==> src/fsp_cfg.svh <==
// Constants for the flash self-programming controller
`ifndef FSP_CFG_SVH
`define FSP_CFG_SVH

// ----------------------------------------------------------------------
// Register map (word aligned byte offsets)
// ----------------------------------------------------------------------
`define FSP_OFF_CTRL       12'h000
`define FSP_OFF_ADDR       12'h004
`define FSP_OFF_STATUS     12'h008
`define FSP_OFF_LOCK       12'h00C

// ----------------------------------------------------------------------
// Control register fields
// ----------------------------------------------------------------------
`define FSP_CTRL_ERASE     0
`define FSP_CTRL_WRITE     1
`define FSP_CTRL_CLR_BUSY  2

// ----------------------------------------------------------------------
// Status register fields
// ----------------------------------------------------------------------
`define FSP_ST_BUSY_FLAG   0
`define FSP_ST_ACTIVE      1
`define FSP_ST_STALL       2
`define FSP_ST_REFUSED     3

// ----------------------------------------------------------------------
// Flash geometry and timing
// ----------------------------------------------------------------------
`define FSP_ADDR_W         15
`define FSP_HALT_BASE      15'h7000
`define FSP_BOOT_512       15'h7E00
`define FSP_BOOT_1K        15'h7C00
`define FSP_BOOT_2K        15'h7800
`define FSP_BOOT_4K        15'h7000
`define FSP_PROG_TIME_NS   4000000
`define FSP_CLK_PERIOD_NS  5
`define FSP_LOCK_RESET     4'hF

`endif

==> src/fsp_pkg.sv <==
// Types for the flash self-programming controller
package fsp_pkg;

   typedef enum logic [1:0] {
      FSP_OP_NONE  = 2'b00,
      FSP_OP_ERASE = 2'b01,
      FSP_OP_WRITE = 2'b10
   } fsp_op_t;

   typedef struct packed {
      logic        active;
      logic        halting;
      fsp_op_t     op;
      logic [14:0] addr;
   } fsp_job_t;

endpackage

==> src/fsp_ctrl.sv <==
// Flash self-programming controller with concurrent-read and halting regions
`timescale 1ns/1ps
`include "fsp_cfg.svh"
module fsp_ctrl #(
   parameter int PROG_CYCLES = `FSP_PROG_TIME_NS / `FSP_CLK_PERIOD_NS
) (
   input  wire logic        CLK_SYS,
   input  wire logic        RST_B,
   input  wire logic        PSEL,
   input  wire logic        PENABLE,
   input  wire logic        PWRITE,
   input  wire logic [11:0] PADDR,
   input  wire logic [31:0] PWDATA,
   output logic [31:0]      PRDATA,
   output logic             PREADY,
   output logic             PSLVERR,
   input  wire logic [1:0]  BOOT_SIZE_FUSES,
   input  wire logic [14:0] FETCH_ADDR,
   output logic             FETCH_VALID,
   output logic             CORE_STALL,
   output logic             FLASH_ERASE,
   output logic             FLASH_WRITE,
   output logic [14:0]      FLASH_ADDR
);
   import fsp_pkg::*;

   // ------------------------------------------------------------------
   // Address region decode
   // ------------------------------------------------------------------
   logic [1:0]  fuse_s1_reg;
   logic [1:0]  fuse_s2_reg;
   logic [14:0] fetch_reg;

   // Boot region start from the fuse setting
   function automatic logic [14:0] boot_base(input logic [1:0] sz);
      case (sz)
         2'h3:    boot_base = `FSP_BOOT_512;
         2'h2:    boot_base = `FSP_BOOT_1K;
         2'h1:    boot_base = `FSP_BOOT_2K;
         default: boot_base = `FSP_BOOT_4K;
      endcase
   endfunction

   // Region tests, used for fetch and target addresses
   function automatic logic in_boot(input logic [14:0] a, input logic [1:0] sz);
      in_boot = (a >= boot_base(sz));
   endfunction

   function automatic logic in_halting(input logic [14:0] a);
      in_halting = (a >= `FSP_HALT_BASE);
   endfunction

   // Fuse pins come from outside: two flops; the fetch address below takes one
   always_ff @(posedge CLK_SYS or negedge RST_B) begin
      if (!RST_B) begin
         fuse_s1_reg <= 2'h0;
         fuse_s2_reg <= 2'h0;
      end else begin
         fuse_s1_reg <= BOOT_SIZE_FUSES;
         fuse_s2_reg <= fuse_s1_reg;
      end
   end

   // Fetch address sampled so the issuing region is known
   always_ff @(posedge CLK_SYS or negedge RST_B) begin
      if (!RST_B) begin
         fetch_reg <= 15'h0000;
      end else begin
         fetch_reg <= FETCH_ADDR;
      end
   end

   // ------------------------------------------------------------------
   // Register file
   // ------------------------------------------------------------------
   fsp_job_t    job_reg;
   fsp_job_t    job_next;
   logic [14:0] addr_reg;
   logic [14:0] addr_next;
   logic [3:0]  lock_reg;
   logic [3:0]  lock_next;
   logic        busy_reg;
   logic        busy_next;
   logic        refused_reg;
   logic        refused_next;
   logic [31:0] rdata_reg;
   logic [31:0] rdata_next;
   logic        start;
   logic        done;
   logic        wr_acc;
   logic        rd_acc;
   logic        tgt_boot;
   logic        allowed;
   fsp_op_t     req_op;

   // Writes land at the access edge; reads are decoded in the setup cycle
   // so the registered read data already stands while ready is high
   assign wr_acc = PSEL && PENABLE && PWRITE;
   assign rd_acc = PSEL && !PENABLE && !PWRITE;

   // Requested operation from a control write
   always_comb begin
      req_op = FSP_OP_NONE;
      if (wr_acc && (PADDR == `FSP_OFF_CTRL)) begin
         if (PWDATA[`FSP_CTRL_ERASE]) begin
            req_op = FSP_OP_ERASE;
         end else if (PWDATA[`FSP_CTRL_WRITE]) begin
            req_op = FSP_OP_WRITE;
         end
      end
   end

   // Permission check on issuing region and target locks
   always_comb begin
      tgt_boot = in_boot(addr_reg, fuse_s2_reg);
      // Either lock bit of a pair low (3:2 boot, 1:0 other) forbids writing the matching region
      if (tgt_boot) begin
         allowed = lock_reg[3] && lock_reg[2];
      end else begin
         allowed = lock_reg[1] && lock_reg[0];
      end
      allowed = allowed && in_boot(fetch_reg, fuse_s2_reg);
      start   = (req_op != FSP_OP_NONE) && !job_reg.active && allowed;
   end

   // Next values for job, registers and read data
   always_comb begin
      job_next     = job_reg;
      addr_next    = addr_reg;
      lock_next    = lock_reg;
      busy_next    = busy_reg;
      refused_next = refused_reg;
      rdata_next   = rdata_reg;
      if (wr_acc && (PADDR == `FSP_OFF_ADDR)) begin
         addr_next = PWDATA[14:0];
      end
      if (wr_acc && (PADDR == `FSP_OFF_LOCK)) begin
         lock_next = lock_reg & PWDATA[3:0]; // Locks can only be programmed
      end
      if (wr_acc && (PADDR == `FSP_OFF_CTRL) && PWDATA[`FSP_CTRL_CLR_BUSY]
          && !job_reg.active) begin
         busy_next = 1'b0;
         refused_next = 1'b0;
      end
      // A refusal in the same write as the clear still sets the flag
      if ((req_op != FSP_OP_NONE) && !start) begin
         refused_next = 1'b1;
      end
      if (done) begin
         job_next.active = 1'b0;
      end
      if (start) begin
         job_next.active  = 1'b1;
         job_next.op      = req_op;
         job_next.addr    = addr_reg;
         job_next.halting = in_halting(addr_reg);
         if (!in_halting(addr_reg)) begin
            busy_next = 1'b1;
         end
      end
      if (rd_acc) begin
         case (PADDR)
            `FSP_OFF_ADDR:   rdata_next = {17'h00000, addr_reg};
            `FSP_OFF_LOCK:   rdata_next = {28'h0000000, lock_reg};
            `FSP_OFF_STATUS: begin
               rdata_next = 32'h0000_0000;
               rdata_next[`FSP_ST_BUSY_FLAG] = busy_reg;
               rdata_next[`FSP_ST_ACTIVE]    = job_reg.active;
               rdata_next[`FSP_ST_STALL]     = CORE_STALL;
               rdata_next[`FSP_ST_REFUSED]   = refused_reg;
            end
            default:         rdata_next = 32'h0000_0000;
         endcase
      end
   end

   // State registers
   always_ff @(posedge CLK_SYS or negedge RST_B) begin
      if (!RST_B) begin
         job_reg     <= '{active: 1'b0, halting: 1'b0, op: FSP_OP_NONE, addr: 15'h0000};
         addr_reg    <= 15'h0000;
         lock_reg    <= `FSP_LOCK_RESET;
         busy_reg    <= 1'b0;
         refused_reg <= 1'b0;
         rdata_reg   <= 32'h0000_0000;
      end else begin
         job_reg     <= job_next;
         addr_reg    <= addr_next;
         lock_reg    <= lock_next;
         busy_reg    <= busy_next;
         refused_reg <= refused_next;
         rdata_reg   <= rdata_next;
      end
   end

   // ------------------------------------------------------------------
   // Programming timer
   // ------------------------------------------------------------------
   fsp_timer #(
      .CYCLES (PROG_CYCLES)
   ) u_timer (
      .clk   (CLK_SYS),
      .rst_b (RST_B),
      .start (start),
      .done  (done)
   );

   // ------------------------------------------------------------------
   // Outputs
   // ------------------------------------------------------------------
   // Stall holds the core in place; release resumes the next fetch
   assign CORE_STALL  = job_reg.active && job_reg.halting;
   // Halting-region fetch stays valid unless the core is stalled; concurrent-region fetch is blocked while busy is set
   assign FETCH_VALID = !CORE_STALL && !(busy_reg && !in_halting(fetch_reg));
   assign FLASH_ERASE = job_reg.active && (job_reg.op == FSP_OP_ERASE);
   assign FLASH_WRITE = job_reg.active && (job_reg.op == FSP_OP_WRITE);
   assign FLASH_ADDR  = job_reg.addr;
   assign PRDATA      = rdata_reg;
   assign PREADY      = PSEL && PENABLE;
   assign PSLVERR     = PSEL && PENABLE && (PADDR[1:0] != 2'h0 || PADDR > `FSP_OFF_LOCK);
endmodule

==> src/fsp_timer.sv <==
// Programming duration counter for the flash self-programming controller
`timescale 1ns/1ps
module fsp_timer #(
   parameter int CYCLES = 800000
) (
   input  wire logic clk,
   input  wire logic rst_b,
   input  wire logic start,
   output logic      done
);
   logic [31:0] cnt_reg;
   logic [31:0] cnt_next;
   logic        done_next;
   logic        done_reg;

   // Count down from start, pulse done on expiry
   always_comb begin
      cnt_next  = cnt_reg;
      done_next = 1'b0;
      if (start) begin
         cnt_next = 32'(CYCLES);
      end else if (cnt_reg != 32'h0000_0000) begin
         cnt_next = cnt_reg - 32'h0000_0001;
         if (cnt_reg == 32'h0000_0001) begin
            done_next = 1'b1;
         end
      end
   end

   // State registers
   always_ff @(posedge clk or negedge rst_b) begin
      if (!rst_b) begin
         cnt_reg  <= 32'h0000_0000;
         done_reg <= 1'b0;
      end else begin
         cnt_reg  <= cnt_next;
         done_reg <= done_next;
      end
   end

   assign done = done_reg;
endmodule

==> config.mk <==
export PLATFORM = sky130hd
export DESIGN_NAME = fsp_ctrl
export DESIGN_NICKNAME = d
export VERILOG_FILES = /design/src/fsp_pkg.sv /design/src/fsp_ctrl.sv /design/src/fsp_timer.sv
export VERILOG_INCLUDE_DIRS = /design/src
export SDC_FILE = /design/constraint.sdc
export NUM_CORES = 1
export LEC_CHECK = 0
export BUFFER_PORTS_ARGS = -buffer_cell sky130_fd_sc_hd__buf_2
export CAP_MARGIN = 20
export CORE_MARGIN = 3
export CORE_UTILIZATION = 49
export DETAILED_ROUTE_END_ITERATION = 8
export PLACE_DENSITY_LB_ADDON = 0.15
export SYNTH_ARGS = -nofsm -noshare
export SYNTH_HDL_FRONTEND = slang
export SYNTH_SLANG_ARGS = --single-unit
==> constraint.sdc <==
create_clock -name CLK_SYS -period 2.6 [get_ports CLK_SYS]
set_clock_uncertainty 0.1 [all_clocks]
set_input_delay 0.13 -clock CLK_SYS [delete_from_list [all_inputs] [get_ports CLK_SYS]]
set_output_delay 0.13 -clock CLK_SYS [all_outputs]
set_load 0.005 [all_outputs]
==> impl_metrics.json <==
{
  "async_flop_share_pct": 100.0,
  "nets": 651,
  "antenna_found_initial": 0,
  "synth_area_leader_cell": "dfrtp_1",
  "critPathLaunchType": "flop",
  "crit_start": "fuse_s2_reg[1]",
  "vdd_drop_max_v": 0.0004363,
  "ys.flop_type": "dfrtp_1",
  "vias": 3961,
  "critPathTopFamily": "compound AO/OA/AOI/OAI gates",
  "yosys-top-cells-area": "dfrtp_1 51%, mux2_2 7.4%, buf_4 5.1%",
  "r2r_slack_ns": -0.03,
  "largest_register_ffs": 32,
  "clk_path_buf_depth": 2,
  "gp_congestion": 0.8175,
  "htreeDepth": 3,
  "die_area_um2": 11550,
  "clock-sinks": 107,
  "area_growth_pct": 28.43,
  "seq_area_frac_synth_pct": 53.15,
  "synth_area_um2": 5047,
  "power_density_nw_per_um2": 442.4,
  "setup_ws_ns": -0.03109,
  "pwr-share-clk_pct": 33.9,
  "fin_area_um2": 6482,
  "path_buf_inv": 3,
  "instances_no_fill": 714,
  "ys_seq_elements": 107,
  "p_sw_mw": 0.7199,
  "layout_min_cycle_time_ns": 2.631,
  "outcome": "finished, violations left",
  "clk_latency_ns": 0.38,
  "hold_violations": 0,
  "dieHeight_um": 107.5,
  "crit_required_ns": 2.77,
  "hold_path_class": "input port to flop",
  "core_um2": 9910,
  "grt_overflow": 0,
  "cts-root-buf": "clkbuf_8",
  "drv_cap": 0,
  "min_delay_worst_endpoint": "PRDATA[0]",
  "rsz0062_at_grt": "true",
  "die_x_um": 107.5,
  "placedCellCount": 655,
  "postRouteAntennaNets": 0,
  "routed_wl_um": 11750,
  "avgRoutedWirePerCell_um": 16.46,
  "io_buffer_count": 84,
  "max_slew.worst_pin.slew_ns": 0.5870,
  "drc": 0,
  "num_rows": 36,
  "dp_hpwl_um": 8146,
  "p_int_mw": 2.148,
  "path_clk_slew_ns": 0.10,
  "total_power_mw": 2.868,
  "yosysUniqueCellTypes": 60,
  "drtIter0Drc": 204,
  "crit_top_cell": "buf_6",
  "yosys_warnings": 0,
  "critical_path.cell_chain": "nor2_4, buf_6, ha_4, nor4bb_4, nand3_1, a311o_1, a211oi_4, buf_6, buf_8, mux2_4",
  "hp-start": "PADDR[2]",
  "netlist.area_leader.share_pct": 51.07,
  "fmax_mhz": 380.1,
  "p_seq_share_pct": 59.7,
  "syn_avg_cell_area_um2": 11.58,
  "cp_max_fo": 5,
  "p_leak_nw": 2.868,
  "hold_path_depth": 3,
  "r2r_start": "fuse_s2_reg[1]",
  "critical_path_class": "flop to flop",
  "via_per_inst": 5.548,
  "crit_slowest_cell": "dfrtp_1",
  "drive_gt1_share_pct": 36.14,
  "nFillCells": 777,
  "track_usage_pct": 21.56,
  "numCtsBuffers": 9,
  "whs_ns": 0.06685,
  "violations": "setup timing",
  "max-slew-margin-rel_pct": 60.77,
  "crit_arrival_ns": 2.80,
  "cp-end-kind": "flop",
  "first_global_vias": 3954,
  "grt_max_degree": 65,
  "synth_edf_count": 0,
  "cts_tree": "done",
  "drtPass1Iterations": 4,
  "dpl_cell_area_um2": 5667,
  "synth_common_cells": "103 x dfrtp_1, 34 x buf_4, 33 x mux2_2, 21 x a21oi_1, 18 x nor2_1",
  "post-route-period-util_pct": 101.2,
  "cp_slowest_stage_delay_ns": 0.43,
  "syn_inst": 436,
  "antenna-diode-count": 0,
  "r2r_end": "FLASH_ADDR[9]",
  "setup_viol_count_final": 11,
  "power_switching_share_pct": 25.10,
  "grt_pass1_wl_um": 19580,
  "start_util_pct": 50.93,
  "io_pins": 119,
  "synth_most_common_cell": "dfrtp_1",
  "final_core_util_pct": 65.42,
  "drv_slew": 0,
  "r2r_cells": 10,
  "p_comb_share_pct": 6.4
}
## final cells by class
class	count	area, µm²	share of cell area (%)
flip-flops and latches	107	2683	41.38
multi-input cells	287	2246	34.65
repair buffers	162	1170	18.05
well taps	133	166.4	2.567
clock buffers	9	123.9	1.911
clock inverters	7	60.06	0.9265
inverters	9	33.78	0.5211
## power by group through the flow
| stage | Combinational, mW | Clock, mW | Sequential [mW] |
|---|---|---|---|
| after floorplan | 0.0645 | 0 | 1.74 |
| after global placement | 0.132 | 0 | 1.74 |
| after detailed placement | 0.136 | 0 | 1.74 |
| after CTS | 0.182 | 0.998 | 1.71 |
| after global routing | 0.208 | 1.07 | 1.72 |
| final | 0.183 | 0.972 | 1.71 |
## worst max-delay path by stage
| stage | endpoint | slack [ns] | depth (start not counted) |
|---|---|---|---|
| global placement | u_timer.cnt_reg[13] | -0.14 | 9 |
| detailed placement | u_timer.cnt_reg[18] | -0.18 | 9 |
| CTS | FLASH_ADDR[9] | -0.04 | 10 |
| floorplan | u_timer.cnt_reg[30] | -0.11 | 7 |
| global route | FLASH_ADDR[12] | -0.13 | 10 |
| finish | FLASH_ADDR[9] | -0.03 | 10 |
## cell families (layout without fill, tap and decap cells)
| logic type | after synthesis | after routing | synth area share, % |
|---|---|---|---|
| simple gates | 129 | 129 | 15.64 |
| flops | 107 | 107 | 53.15 |
| fa+ha+maj | 9 | 9 | 2.231 |
| other cells | 1 | 17 | 0.07430 |
| compound gates | 89 | 89 | 12.57 |
| buf+inv | 58 | 187 | 7.114 |
| xor+xnor | 7 | 7 | 1.215 |
| mux | 36 | 36 | 8.007 |
## what timing repair did
action,CTS,global route
gates cloned,1,0
hold buffers,33,0
endpoints found under the setup margin,50,49
endpoints found under the hold margin,76,0
gates resized for setup,37,11
pin swaps,8,1
setup buffers,7,3
## metrics by stage
stage | TNS (ns) | setup WS (ns)
5_1_grt | -3.585 | -0.1311
3_3_place_gp | -5.172 | -0.1430
2_1_floorplan | -0.3292 | -0.1051
3_5_place_dp | -6.529 | -0.1786
6_report | -0.2038 | -0.03109
4_1_cts | -0.3021 | -0.03625
## placed cells by master, fill, tap and decap left out, types with 6 or more instances in the layout
master,n
dfrtp_1,103
buf_2,83
buf_4,34
dlygate4sd3_1,33
a21oi_1,21
mux2_2,21
nor2_1,17
conb_1,17
nand2_1,14
mux2_4,14
o21ai_0,13
or3_1,13
nor4_1,12
a22o_1,12
nand3_1,10
or4_1,10
inv_1,9
o31ai_1,9
clkbuf_8,9
buf_6,7
ha_1,6
## metal layers
metal | part of all wire, % | vias up | global-route usage, %
li1 | - | 1860 | -
met1 | 46 | 1959 | 30.15
met2 | 47 | 130 | 34.24
met3 | 5.4 | 12 | 4.259
met4 | 1.4 | 0 | 6.312
met5 | 0 | - | 0
## worst reg2reg max path, stage by stage (launching register included)
cell	delay [ns]
dfrtp_1	0.43
nor2_4	0.19
buf_6	0.13
ha_4	0.12
nor4bb_4	0.26
nand3_1	0.11
a311o_1	0.35
a211oi_4	0.25
buf_6	0.16
buf_8	0.12
mux2_4	0.30
Note: power is estimated with default switching activity, not from simulation.
